$ cat config.mk
export PLATFORM = sky130hd
export DESIGN_NAME = tdct_top
export DESIGN_NICKNAME = d
export VERILOG_FILES = /design/src/rtl/tdct_pkg.sv /design/src/rtl/tdct_counter.sv /design/src/rtl/tdct_top.sv
export SDC_FILE = /design/constraint.sdc
export NUM_CORES = 1
export LEC_CHECK = 0
export BUFFER_PORTS_ARGS = -buffer_cell sky130_fd_sc_hd__buf_2
export CORE_UTILIZATION = 28
export CTS_BUF_LIST = sky130_fd_sc_hd__clkbuf_4 sky130_fd_sc_hd__clkbuf_8
export DETAILED_ROUTE_END_ITERATION = 16
export PLACE_DENSITY_LB_ADDON = 0.05
export SETUP_SLACK_MARGIN = 0.2
export SYNTH_ARGS = -nofsm -noshare
export SYNTH_HDL_FRONTEND = slang
export SYNTH_SLANG_ARGS = --single-unit
$ cat constraint.sdc
create_clock -name pclk -period 7.65 [get_ports pclk]
set_input_delay 0.3825 -clock pclk [delete_from_list [all_inputs] [get_ports pclk]]
set_output_delay 0.3825 -clock pclk [all_outputs]
set_load 0.01 [all_outputs]
$ cat src/rtl/tdct_pkg.sv
// Package with register map, field layout and timing constants of the triple timer block.
package tdct_pkg;
	localparam int          ADDR_W        = 8;
	localparam logic [7:0]  OFF_T1_DATA   = 8'h00;
	localparam logic [7:0]  OFF_T1_CTRL   = 8'h04;
	localparam logic [7:0]  OFF_T2_DATA   = 8'h08;
	localparam logic [7:0]  OFF_T2_CTRL   = 8'h0C;
	localparam logic [7:0]  OFF_T3_LOAD   = 8'h10;
	localparam logic [7:0]  OFF_T3_VALUE  = 8'h14;
	localparam logic [7:0]  OFF_T3_CTRL   = 8'h18;
	localparam logic [7:0]  OFF_T3_CLEAR  = 8'h1C;
	localparam logic [7:0]  OFF_T1_CLEAR  = 8'h20;
	localparam logic [7:0]  OFF_T2_CLEAR  = 8'h24;
	localparam logic [7:0]  OFF_SYSCTL    = 8'h28;
	localparam logic [7:0]  OFF_IRQ_STAT  = 8'h2C;
	localparam logic [7:0]  OFF_IRQ_CLR   = 8'h30;
	localparam logic [7:0]  OFF_IRQ_EN    = 8'h34;
	// Control register fields (timer 3 control, and per-timer system control bits).
	localparam int          CTL_EN_BIT    = 0;
	localparam int          CTL_PER_BIT   = 1;
	localparam int          CTL_SLOW_BIT  = 2;
	// System control register: timer 1 fields at bits 2:0, timer 2 at bits 5:3.
	localparam int          SYS_T2_SHIFT  = 3;
	localparam logic [15:0] WRAP_VALUE    = 16'hFFFF;
	localparam logic [15:0] ZERO_VALUE    = 16'h0000;
	localparam logic [2:0]  CTL_RESET     = 3'h0;
	localparam logic [2:0]  IRQ_EN_RESET  = 3'h7;
	// Count clock rates and derived divider ratios at the 25 MHz system clock.
	localparam int          PCLK_HZ       = 25_000_000;
	localparam int          FAST_SRC_HZ   = 508_000;
	localparam int          SLOW_SRC_HZ   = 2_000;
	localparam int          T3_SRC_HZ     = 7_372_800;
	localparam int          FAST_DIV      = PCLK_HZ / FAST_SRC_HZ;
	localparam int          SLOW_DIV      = PCLK_HZ / SLOW_SRC_HZ;
	localparam int          DIV_W         = 14;
	// Fractional accumulator for the 7.3728 MHz tick, steps of 100 Hz.
	localparam int          T3_UNIT_HZ    = 100;
	localparam logic [17:0] T3_STEP       = 18'(T3_SRC_HZ / T3_UNIT_HZ);
	localparam logic [17:0] T3_MOD        = 18'(PCLK_HZ / T3_UNIT_HZ);
	typedef struct packed {
		logic slow_sel;
		logic periodic;
		logic enable;
	} tdct_ctl_t;
	typedef struct packed {
		logic        load;
		logic [15:0] value;
		logic        clear;
	} tdct_wr_t;
endpackage

$ cat src/rtl/tdct_counter.sv
// One 16-bit down counter with load, free-running or periodic reload, and sticky underflow.
`timescale 1ns/10ps
module tdct_counter (
	input  wire logic                pclk,    // System clock.
	input  wire logic                presetn, // Asynchronous reset, active low.
	input  wire tdct_pkg::tdct_ctl_t ctl,     // Enable and mode.
	input  wire tdct_pkg::tdct_wr_t  wr,      // Load and clear strobes.
	input  wire logic                tick,    // One-cycle count clock enable.
	output logic [15:0]              count,   // Current count.
	output logic                     irq      // Underflow interrupt level.
);
	logic [15:0] count_q, count_d;
	logic [15:0] reload_q;
	logic        irq_q;
	logic        step;
	logic        under;

	assign step  = tick & ctl.enable;
	assign under = step & (count_q == tdct_pkg::ZERO_VALUE);
	assign count_d = wr.load ? wr.value :
		!step ? count_q :
		!under ? count_q - 16'h0001 :
		ctl.periodic ? reload_q : tdct_pkg::WRAP_VALUE;

	always_ff @(posedge pclk or negedge presetn) begin
		if (!presetn) begin
			count_q  <= tdct_pkg::ZERO_VALUE;
			reload_q <= tdct_pkg::ZERO_VALUE;
		end else begin
			count_q <= count_d;
			if (wr.load) begin
				reload_q <= wr.value;
			end
		end
	end

	// Underflow wins over a clear arriving in the same cycle.
	always_ff @(posedge pclk or negedge presetn) begin
		if (!presetn) begin
			irq_q <= 1'b0;
		end else if (under) begin
			irq_q <= 1'b1;
		end else if (wr.clear) begin
			irq_q <= 1'b0;
		end
	end

	assign count = count_q;
	assign irq   = irq_q | under;
endmodule // tdct_counter

$ cat src/rtl/tdct_top.sv
// Triple down counter timer block with APB register access and combined interrupt.
//
// Register access over APB and the register offsets were left to the implementer.
`timescale 1ns/10ps
module tdct_top (
	input  wire logic        pclk,      // APB clock, 25 MHz.
	input  wire logic        presetn,   // Asynchronous reset, active low.
	input  wire logic        psel,      // APB select.
	input  wire logic        penable,   // APB access phase.
	input  wire logic        pwrite,    // APB write.
	input  wire logic [7:0]  paddr,     // APB byte address.
	input  wire logic [31:0] pwdata,    // APB write data.
	output logic [31:0]      prdata,    // APB read data.
	output logic             pready,    // APB ready.
	output logic             pslverr,   // APB error on unmapped address.
	output logic [2:0]       timer_irq, // Per-timer underflow interrupts.
	output logic             irq        // Combined enabled interrupt.
);
	localparam int DIVW = tdct_pkg::DIV_W;

	logic              wr_en;
	logic              rd_en;
	logic              mapped;
	logic [5:0]        sysctl_q;
	logic [2:0]        t3ctl_q;
	logic [2:0]        irq_en_q;
	logic [2:0]        irq_stat_q;
	logic [DIVW-1:0]   fast_cnt_q;
	logic [DIVW-1:0]   slow_cnt_q;
	logic [17:0]       t3_acc_q;
	logic              fast_tick;
	logic              slow_tick;
	logic              t3_tick;
	logic [18:0]       t3_acc_sum;
	logic [15:0]       cnt [3];
	logic [2:0]        tick;
	logic [31:0]       rdata_d;
	logic [31:0]       prdata_q;
	tdct_pkg::tdct_ctl_t ctl [3];
	tdct_pkg::tdct_wr_t  wr  [3];

	function automatic logic hit(input logic [7:0] a, input logic [7:0] off);
		hit = (a == off);
	endfunction

	assign wr_en  = psel & penable & pwrite;
	assign rd_en  = psel & ~penable & ~pwrite;
	assign pready = 1'b1;
	assign mapped = (paddr <= tdct_pkg::OFF_IRQ_EN) & (paddr[1:0] == 2'h0);
	assign pslverr = psel & penable & ~mapped;

	// Dividers turn the system clock into count clock enable pulses.
	assign fast_tick = (fast_cnt_q == DIVW'(tdct_pkg::FAST_DIV - 1));
	assign slow_tick = (slow_cnt_q == DIVW'(tdct_pkg::SLOW_DIV - 1));
	// One spare bit keeps the sum from wrapping before it is compared with the modulus.
	assign t3_acc_sum = {1'b0, t3_acc_q} + {1'b0, tdct_pkg::T3_STEP};
	assign t3_tick = (t3_acc_sum >= {1'b0, tdct_pkg::T3_MOD});

	always_ff @(posedge pclk or negedge presetn) begin
		if (!presetn) begin
			fast_cnt_q <= '0;
			slow_cnt_q <= '0;
			t3_acc_q   <= '0;
		end else begin
			fast_cnt_q <= fast_tick ? '0 : fast_cnt_q + 1'b1;
			slow_cnt_q <= slow_tick ? '0 : slow_cnt_q + 1'b1;
			t3_acc_q   <= t3_tick ? 18'(t3_acc_sum - {1'b0, tdct_pkg::T3_MOD}) : t3_acc_sum[17:0];
		end
	end

	// Per-timer controls: timers 1 and 2 from system control, timer 3 from its own.
	assign ctl[0] = sysctl_q[2:0];
	assign ctl[1] = sysctl_q[5:3];
	assign ctl[2] = '{slow_sel: 1'b0, periodic: t3ctl_q[tdct_pkg::CTL_PER_BIT],
		enable: t3ctl_q[tdct_pkg::CTL_EN_BIT]};
	assign tick[0] = ctl[0].slow_sel ? slow_tick : fast_tick;
	assign tick[1] = ctl[1].slow_sel ? slow_tick : fast_tick;
	assign tick[2] = t3_tick;

	assign wr[0] = '{load: wr_en & hit(paddr, tdct_pkg::OFF_T1_DATA), value: pwdata[15:0],
		clear: wr_en & hit(paddr, tdct_pkg::OFF_T1_CLEAR)};
	assign wr[1] = '{load: wr_en & hit(paddr, tdct_pkg::OFF_T2_DATA), value: pwdata[15:0],
		clear: wr_en & hit(paddr, tdct_pkg::OFF_T2_CLEAR)};
	assign wr[2] = '{load: wr_en & hit(paddr, tdct_pkg::OFF_T3_LOAD), value: pwdata[15:0],
		clear: wr_en & hit(paddr, tdct_pkg::OFF_T3_CLEAR)};

	genvar g;
	generate
		for (g = 0; g < 3; g++) begin : g_tmr
			tdct_counter u_cnt (
				.pclk    (pclk),
				.presetn (presetn),
				.ctl     (ctl[g]),
				.wr      (wr[g]),
				.tick    (tick[g]),
				.count   (cnt[g]),
				.irq     (timer_irq[g])
			);
		end
	endgenerate

	always_ff @(posedge pclk or negedge presetn) begin
		if (!presetn) begin
			sysctl_q <= {tdct_pkg::CTL_RESET, tdct_pkg::CTL_RESET};
			t3ctl_q  <= tdct_pkg::CTL_RESET;
			irq_en_q <= tdct_pkg::IRQ_EN_RESET;
		end else if (wr_en) begin
			if (hit(paddr, tdct_pkg::OFF_SYSCTL)) begin
				sysctl_q <= pwdata[5:0];
			end
			if (hit(paddr, tdct_pkg::OFF_T1_CTRL)) begin
				sysctl_q[2:0] <= pwdata[2:0];
			end
			if (hit(paddr, tdct_pkg::OFF_T2_CTRL)) begin
				sysctl_q[5:3] <= pwdata[2:0];
			end
			if (hit(paddr, tdct_pkg::OFF_T3_CTRL)) begin
				t3ctl_q <= pwdata[2:0];
			end
			if (hit(paddr, tdct_pkg::OFF_IRQ_EN)) begin
				irq_en_q <= pwdata[2:0];
			end
		end
	end

	// Status bits are set by underflow; a set beats a clear in the same cycle.
	always_ff @(posedge pclk or negedge presetn) begin
		if (!presetn) begin
			irq_stat_q <= '0;
		end else begin
			irq_stat_q <= timer_irq |
				(irq_stat_q & ~(wr_en & hit(paddr, tdct_pkg::OFF_IRQ_CLR) ? pwdata[2:0] : 3'h0));
		end
	end

	assign irq = |(irq_stat_q & irq_en_q);

	// Read data is registered in the setup cycle and shown in the access phase.
	always_comb begin
		rdata_d = 32'h0;
		case (paddr)
			tdct_pkg::OFF_T1_DATA:  rdata_d = {16'h0, cnt[0]};
			tdct_pkg::OFF_T2_DATA:  rdata_d = {16'h0, cnt[1]};
			tdct_pkg::OFF_T3_VALUE: rdata_d = {16'h0, cnt[2]};
			tdct_pkg::OFF_T3_LOAD:  rdata_d = {16'h0, cnt[2]};
			tdct_pkg::OFF_T1_CTRL:  rdata_d = {29'h0, sysctl_q[2:0]};
			tdct_pkg::OFF_T2_CTRL:  rdata_d = {29'h0, sysctl_q[5:3]};
			tdct_pkg::OFF_T3_CTRL:  rdata_d = {29'h0, t3ctl_q};
			tdct_pkg::OFF_SYSCTL:   rdata_d = {26'h0, sysctl_q};
			tdct_pkg::OFF_IRQ_STAT: rdata_d = {29'h0, irq_stat_q};
			tdct_pkg::OFF_IRQ_EN:   rdata_d = {29'h0, irq_en_q};
			default:                rdata_d = 32'h0;
		endcase
	end

	always_ff @(posedge pclk or negedge presetn) begin
		if (!presetn) begin
			prdata_q <= 32'h0;
		end else if (rd_en) begin
			prdata_q <= rdata_d;
		end
	end

	assign prdata = prdata_q;
endmodule // tdct_top

==> results of run 1 <==
==> per-stage QoR <==
step	hold WS [ns]	total power (uW)	worst slack (ns)	area, um2
floorplan	0.08691	1033	5.008	9428
global placement	0.4526	1104	4.107	9990
detailed placement	0.4570	1104	4.096	9990
CTS	0.1395	1846	3.547	10440
global route	0.1700	1898	3.392	10440
finish	0.1831	1814	3.630	10440
==> placed cells by master (no fill, tap or decap), types with 11 or more instances in the layout <==
cell,count
ha_1,11
a21oi_1,33
dfrtp_1,169
nand2_1,219
xor2_1,19
nor3_1,20
and3_1,12
conb_1,17
inv_1,27
a31oi_1,25
xnor2_1,31
or3_1,11
nand3_1,42
a222oi_1,16
nor4_1,20
clkbuf_8,20
o21ai_0,39
nor2_1,99
buf_2,48
buf_4,13
==> final cells by class <==
class                      instances  area share
clock buffer                      20     0.02577
clock inverter                    12     0.01618
inverter                          27    0.009710
multi-input combinational        805      0.4480
sequential                       172      0.4127
tap                              442     0.05298
timing repair buffer              63     0.03464
==> metal layers <==
layer / wire length, um / GRT usage / share of wire
met2: 14180 / 0.2976 / 0.47
met3: 1065 / 0.03185 / 0.035
met5: 13 / 0 / 0.00043
met1: 14690 / 0.2582 / 0.48
met4: 337 / 0.04529 / 0.011
==> final timing paths <==
check                                         start                                endpoint  slack, ns
min                                       pwdata[8]  g_tmr[2].u_cnt.reload_q[8]$_DFFE_PN0P_       0.18
max reg2reg                 slow_cnt_q[0]$_DFF_PN0_     g_tmr[1].u_cnt.count[1]$_DFFE_PN0P_       4.39
max                         slow_cnt_q[0]$_DFF_PN0_                            timer_irq[1]       3.63
min reg2reg                fast_cnt_q[13]$_DFF_PN0_                fast_cnt_q[13]$_DFF_PN0_       0.48
min in group asynchronous                   presetn                 fast_cnt_q[9]$_DFF_PN0_       0.54
max in group asynchronous                   presetn    g_tmr[0].u_cnt.count[13]$_DFFE_PN0P_       5.37
==> registers in the layout, summed over array words and instances (netlist names) <==
signal                flops
sysctl_q                  6
slow_cnt_q               14
g_tmr.u_cnt.count        48
irq_en_q                  3
irq_stat_q                3
g_tmr.u_cnt.irq_q         3
t3ctl_q                   3
fast_cnt_q               14
t3_acc_q                 14
prdata                   16
g_tmr.u_cnt.reload_q     48
==> worst max-delay path, stage by stage (launching register included) <==
cell	delay, ns
dfrtp_1	0.44
ha_1	0.26
or4b_4	0.49
nor4_4	0.64
mux2_2	0.33
and2_1	0.55
a21o_1	0.29
buf_2	0.16
==> report_power, final <==
part / total [uW] / switching [uW] / internal, uW
Clock: 731 / 356 / 374
Combinational: 125 / 84.3 / 40.2
Sequential: 959 / 26.2 / 933
Total: 1810 / 467 / 1350
==> cell families after synthesis <==
| logic type | after synthesis | share of synthesized area |
|---|---|---|
| mux | 18 | 0.02109 |
| xor+xnor | 50 | 0.04673 |
| simple gates | 505 | 0.2553 |
| flops | 172 | 0.4597 |
| buf+inv | 96 | 0.04993 |
| other cells | 2 | 0.0008014 |
| fa+ha+maj | 11 | 0.01469 |
| compound gates | 204 | 0.1518 |
==> flow_summary.toml, run 1 <==
[outcome]
outcome = "complete, no violations"

[sta]
slew_violations = 0
slew_headroom = 0.3382
rsz0062_at_grt = "false"
fin_crit_sh = 0.5254
setup_viol = 0
finalClockSkew_ns = 0.01419
period_needed_ns = 4.020
setup_tns_ns = 0
fmax_ghz = 0.2488
worst_pin_slew_ns = 0.9921
hold_viol_final = 0

[yosys]
avgSynthCellArea_um2 = 8.858
synth.distinct_cells = 75
synth-seq-cells = 172
synth-main-ff-cell = "dfrtp_1"
synth_area_mm2 = 0.009371
yosys-top-cells-count = "nand2_1 (219), dfrtp_1 (169), nor2_1 (100)"
synth.most_common_cell = "nand2_1"
synth-edff-count = 0
async_reset_ff_frac = 1.000
netlist.area_leader.share = 0.4513
synth.largest_area_cell = "dfrtp_1"
syn-instance-count = 1058
yosys_warnings = 0
synth_area_leaders = "dfrtp_1 (45%), nand2_1 (8.8%), nor2_1 (4.0%), xnor2_1 (2.9%), nand3_1 (2.2%)"
yosysSeqAreaShare = 0.4597

[cells_and_area]
multi_input_area_mm2 = 0.004676
seqCellArea_mm2 = 0.004308
areaGrowthSynthToFinish_pct = 11.38
final_cells = 1541
nets = 1142
drive_gt1_frac = 0.1165
final_core_util = 0.3192
fillers = 3523
antennaDiodeCount = 0

[power]
peakVddDrop_v = 0.0001050
p_leak_uw = 0.004457
power.density_mw_per_mm2 = 173.8

[drt]
drc_errors = 0
first_pass_iters = 6
wire_per_inst_um = 19.66
drt-initial-drc-count = 702
vias_per_cell = 5.129
routed_wl_um = 30300
num_vias = 7904
antenna_left = 0

[worst_setup_path]
critPathMaxFanout = 15
critPathKind = "flip-flop to primary output"
r2r_cells = 7
critical_path_arrival_ns = 3.64
endpoint_kind = "primary output"
start_kind = "flip-flop"
critPathRequiredTime_ns = 7.27

[placed_design]
io_buffers = 49
dp_hpwl_um = 21670
place_inst = 1508
gp_congestion = 0.8020

[clocking]
clockBufferDepth = 2
htreeDepth = 4
clk_latency_ns = 0.49
post_cts_buffers = 0
cts_tree = "built"
clkTransAtPathRegs_ns = 0.10
root_buffer = "clkbuf_8"
numCtsBuffers = 17
cts_resized = 0
cts.sink_count = 172
cts-hold-fix-buffers = 1

[global_routing]
grt_pass1_wl_um = 47370
grt_pass1_vias = 7799
grt_antenna_before_repair = 1
grtUsageTotal = 0.1857
grt_overflow = 0
grt_max_degree = 87

[die]
dieArea_mm2 = 0.03420
core_mm2 = 0.03270
die_x_um = 184.9
fp.dieH_um = 184.9
rows = 66
io_pins = 83
initial_core_util = 0.2866

[job]
maxCapViolations = 0

[worst_hold_path]
min_path_cells = 3
min_path_type = "input port to flip-flop"
(Power assumes the default switching activity.)
==> run 2: changes to the inputs <==
==> constraint.sdc (replaced) <==
create_clock -name pclk -period 4.1 [get_ports pclk]
set_input_delay 0.205 -clock pclk [delete_from_list [all_inputs] [get_ports pclk]]
set_output_delay 0.205 -clock pclk [all_outputs]
set_load 0.01 [all_outputs]
==> flow_summary.toml, run 2 (same netlist as run 1, synthesis figures left out) <==
[outcome]
outcome = "complete, no violations"

[worst_setup_path]
start_kind = "flip-flop"
endpoint_kind = "primary output"
critPathSlowestCell = "and2_1"
critPathKind = "flip-flop to primary output"
critPathMaxStageDelay_ns = 0.57
critPathRequiredTime_ns = 3.89
path_cells = "ha_1 > or4b_4 > nor4_4 > mux2_2 > and2_1 > a21o_1 > buf_2"
critPathBufInv = 1
path_delay_family = "simple AND/OR/NAND/NOR gates"
critical_path_arrival_ns = 3.30
critPathMaxFanout = 15

[drt]
num_vias = 7845
drc_errors = 0
antenna_left = 0
first_pass_iters = 5
drt-initial-drc-count = 676
vias_per_cell = 5.071
routed_wl_um = 30300
wire_per_inst_um = 19.59

[power]
p_sw_frac = 0.2684
p_total_uw = 3198
power_frac_comb = 0.074
p_clk_frac = 0.367
seq_power_share = 0.559
peakVddDrop_v = 0.0001918
p_int_uw = 2340
switchingPower_uw = 858.5
p_leak_uw = 0.004462
power.density_mw_per_mm2 = 306.8

[clocking]
clk_latency_ns = 0.48
clockBufferDepth = 2
cts-hold-fix-buffers = 5
post_cts_buffers = 0
htreeDepth = 4
cts_tree = "built"
numCtsBuffers = 17
cts.sink_count = 172
clkTransAtPathRegs_ns = 0.09
cts_resized = 0
root_buffer = "clkbuf_8"

[sta]
fin_crit_sh = 0.8550
setup_viol = 0
rsz0062_at_grt = "false"
fmax_ghz = 0.2853
slew_headroom = 0.3585
setup_tns_ns = 0
slew_violations = 0
period_needed_ns = 3.505
hold_viol_final = 0
worst_pin_slew_ns = 0.9622
finalClockSkew_ns = 0.01187

[worst_hold_path]
min_path_type = "input port to flip-flop"

[placed_design]
gp_congestion = 0.8069
dp_hpwl_um = 21630
placed_area_mm2 = 0.01002
io_buffers = 49

[cells_and_area]
drive_gt1_frac = 0.1176
final_cell_mix = "nand2_1 (219), dfrtp_1 (169), nor2_1 (99), buf_2 (48), nand3_1 (42)"
multi_input_area_mm2 = 0.004666
finalInstanceArea_mm2 = 0.01043
layout_commonest_cell = "nand2_1"
nets = 1150
antennaDiodeCount = 0
fillers = 3508
seqCellArea_mm2 = 0.004308
areaGrowthSynthToFinish_pct = 11.25

[die]
die_x_um = 184.9
core_mm2 = 0.03270
io_pins = 83
fp.dieH_um = 184.9
initial_core_util = 0.2866
rows = 66
dieArea_mm2 = 0.03420

[global_routing]
grt_overflow = 0
grtUsageTotal = 0.1855
grt_antenna_before_repair = 0
grt_pass1_wl_um = 47450
grt_max_degree = 113
grt_pass1_vias = 7746

[job]
maxCapViolations = 0
[run 2: cell types whose count changed in the layout (fill, tap and decap cells not counted)]
cell	previous run	this run
buf_12	0	1
buf_4	13	16
bufinv_16	4	1
clkbuf_4	1	3
clkinv_4	1	0
dlygate4sd3_1	1	5
o311ai_2	0	1
o311ai_4	1	0
[run 2: per-stage QoR]
stage / setup WS [ns] / util / hold slack, ns / cells
2_1_floorplan: 1.610 / - / -0.09059 / 1073
3_3_place_gp: 1.084 / 0.3065 / 0.2346 / 1512
3_5_place_dp: 1.043 / 0.3065 / 0.2340 / 1512
4_1_cts: 0.5259 / 0.3188 / 0.008767 / 1547
5_1_grt: 0.4297 / 0.3188 / 0.02327 / 1547
6_report: 0.5945 / 0.3188 / 0.04681 / 1547
[run 2: area by class of cell]
type | count | share of cell area
clock buffer | 22 | 0.02724
sequential | 172 | 0.4132
tap | 442 | 0.05304
timing repair buffer | 71 | 0.04260
clock inverter | 8 | 0.006720
inverter | 27 | 0.009720
multi-input combinational | 805 | 0.4475
[run 2: power by group through the flow]
stage / logic, uW / registers, uW / clock network, uW
2_1_floorplan: 113 / 1810 / 0
3_5_place_dp: 238 / 1820 / 0
4_1_cts: 243 / 1790 / 1220
5_1_grt: 268 / 1800 / 1280
3_3_place_gp: 238 / 1820 / 0
6_report: 236 / 1790 / 1170
[run 2: path summary, 6_finish.rpt]
kind	startpoint	endpoint	slack, ns	cells after the start
worst max register to register	t3_acc_q[13]$_DFF_PN0_	g_tmr[2].u_cnt.count[2]$_DFFE_PN0P_	1.07	7
worst min-delay path	pwdata[9]	g_tmr[1].u_cnt.reload_q[9]$_DFFE_PN0P_	0.05	3
worst max-delay path	slow_cnt_q[0]$_DFF_PN0_	timer_irq[1]	0.59	7
min in group asynchronous	presetn	fast_cnt_q[9]$_DFF_PN0_	0.27	2
max in group asynchronous	presetn	g_tmr[0].u_cnt.count[7]$_DFFE_PN0P_	2.80	3
worst min register to register	g_tmr[2].u_cnt.reload_q[3]$_DFFE_PN0P_	g_tmr[2].u_cnt.reload_q[3]$_DFFE_PN0P_	0.47	2
[run 2: routing by layer]
metal,wire [um],up-vias,share of wire,GRT usage
met3,1019,22,0.034,0.02536
met4,416,0,0.014,0.05256
met5,0,-,0,0
met2,14160,158,0.47,0.2982
li1,-,3809,-,-
met1,14710,3856,0.49,0.2586
[run 2: worst min-delay path, stage by stage]
cell     delay [ns]
buf_2          0.17
nand2_1        0.08
nand2_1        0.04
==> run 3: changes to the inputs <==
--- a/config.mk
+++ b/config.mk
@@ -7,7 +7,6 @@
 export LEC_CHECK = 0
 export BUFFER_PORTS_ARGS = -buffer_cell sky130_fd_sc_hd__buf_2
 export CORE_UTILIZATION = 28
-export CTS_BUF_LIST = sky130_fd_sc_hd__clkbuf_4 sky130_fd_sc_hd__clkbuf_8
 export DETAILED_ROUTE_END_ITERATION = 16
 export PLACE_DENSITY_LB_ADDON = 0.05
 export SETUP_SLACK_MARGIN = 0.2
==> flow_summary.toml, run 3 (same netlist as run 1, synthesis figures left out) <==
[drt]
num_vias = 7880
routed_wl_um = 30330
drt-initial-drc-count = 655
wire_per_inst_um = 19.65
drc_errors = 0
vias_per_cell = 5.107
first_pass_iters = 6
antenna_left = 0

[worst_setup_path]
critPathMaxStageDelay_ns = 0.59
critPathRequiredTime_ns = 3.89
critPathMaxFanout = 15
path_delay_family = "simple AND/OR/NAND/NOR gates"
endpoint_kind = "primary output"
r2r_cells = 7
critPathSlowestCell = "and2_1"
crit_cells = 7
path_cells = "ha_1 > or4b_4 > nor4_4 > mux2_2 > and2_1 > a21o_1 > buf_2"
critPathKind = "flip-flop to primary output"
critical_path_arrival_ns = 3.24
start_kind = "flip-flop"
critPathBufInv = 1

[job]
maxCapViolations = 0

[clocking]
root_buffer = "clkbuf_16"
clkTransAtPathRegs_ns = 0.07
clk_latency_ns = 0.44
cts.sink_count = 172
numCtsBuffers = 17
clockBufferDepth = 2
post_cts_buffers = 0
htreeDepth = 4
cts_tree = "built"

[sta]
period_needed_ns = 3.441
setup_tns_ns = 0
setup_viol = 0
fmax_ghz = 0.2906
fin_crit_sh = 0.8394
hold_viol_final = 0
rsz0062_at_grt = "false"
slew_violations = 0
finalClockSkew_ns = 0.01293
slew_headroom = 0.3683
worst_pin_slew_ns = 0.9476

[die]
io_pins = 83
core_mm2 = 0.03270
fp.dieH_um = 184.9
dieArea_mm2 = 0.03420
initial_core_util = 0.2866
die_x_um = 184.9
rows = 66

[cells_and_area]
antennaDiodeCount = 0
fillers = 3484
final_core_util = 0.3231
nets = 1146
layout_commonest_cell = "nand2_1"
areaGrowthSynthToFinish_pct = 12.75
drive_gt1_frac = 0.1153
final_cell_mix = "nand2_1 (219), dfrtp_1 (169), nor2_1 (99), buf_2 (48), nand3_1 (42)"

[worst_hold_path]
min_path_type = "input port to flip-flop"
min_path_cells = 3

[placed_design]
dp_hpwl_um = 21630
gp_congestion = 0.8069
io_buffers = 49

[power]
power.density_mw_per_mm2 = 338.5
peakVddDrop_v = 0.0002744
p_leak_uw = 0.004522

[global_routing]
grt_pass1_wl_um = 47490
grt_max_degree = 113
grt_antenna_before_repair = 0
grt_pass1_vias = 7731
grt_overflow = 0
grtUsageTotal = 0.1860

[outcome]
outcome = "complete, no violations"
run 3: cell count changes in the layout (fill, tap and decap cells not counted), sizes merged:
| cell | delta |
|---|---|
| dlygate4sd3 | -4 |
run 3: worst min-delay path, cell delays in order:
cell     delay [ns]
buf_2          0.12
nand2_1        0.07
nand2_1        0.06
run 3: path summary, 6_finish.rpt:
check | startpoint | to | slack [ns]
min in group asynchronous | presetn | fast_cnt_q[11]$_DFF_PN0_ | 0.32
max reg2reg | t3_acc_q[13]$_DFF_PN0_ | g_tmr[2].u_cnt.count[2]$_DFFE_PN0P_ | 1.07
min | pwdata[8] | g_tmr[2].u_cnt.reload_q[8]$_DFFE_PN0P_ | 0.04
min reg2reg | g_tmr[2].u_cnt.reload_q[3]$_DFFE_PN0P_ | g_tmr[2].u_cnt.reload_q[3]$_DFFE_PN0P_ | 0.47
max in group asynchronous | presetn | g_tmr[0].u_cnt.count[12]$_DFFE_PN0P_ | 2.75
max | slow_cnt_q[0]$_DFF_PN0_ | timer_irq[1] | 0.66
run 3: report_power, final:
part	switching (uW)	internal, uW	leakage, uW	total [uW]
Sequential	47.3	1740	0.00211	1790
Clock	698	856	0.000261	1550
Combinational	156	76.4	0.00215	233
Total	901	2670	0.00452	3580
run 3: what timing repair did:
action,in CTS,in global routing
hold buffers,1,0
endpoints found under the hold margin,57,0
gates resized for setup,0,0
run 3: layout make-up:
| cell class | count | area, um2 | area share |
|---|---|---|---|
| multi-input cells | 805 | 4666 | 0.4416 |
| flip-flops and latches | 172 | 4308 | 0.4077 |
| well taps | 442 | 553.0 | 0.05234 |
| clock buffers | 22 | 464.2 | 0.04393 |
| repair buffers | 67 | 404.1 | 0.03825 |
| inverters | 27 | 101.3 | 0.009591 |
| clock inverters | 8 | 70.07 | 0.006631 |
run 3: metrics by stage:
step	cells	hold WS, ns	total power (uW)	worst slack [ns]	area [um2]
floorplan	1073	-0.09059	1927	1.610	9428
global placement	1512	0.2346	2060	1.084	10020
detailed placement	1512	0.2340	2060	1.043	10020
CTS	1543	0.02755	3635	0.5879	10570
global route	1543	0.05355	3727	0.4939	10570
finish	1543	0.03732	3576	0.6585	10570
run 3: per-layer routing:
metal	track usage	up-vias	part of all wire
li1	-	3799	-
met1	0.2585	3889	0.49
met5	0	-	0
met2	0.2986	169	0.47
met3	0.02772	23	0.033
met4	0.05190	0	0.012
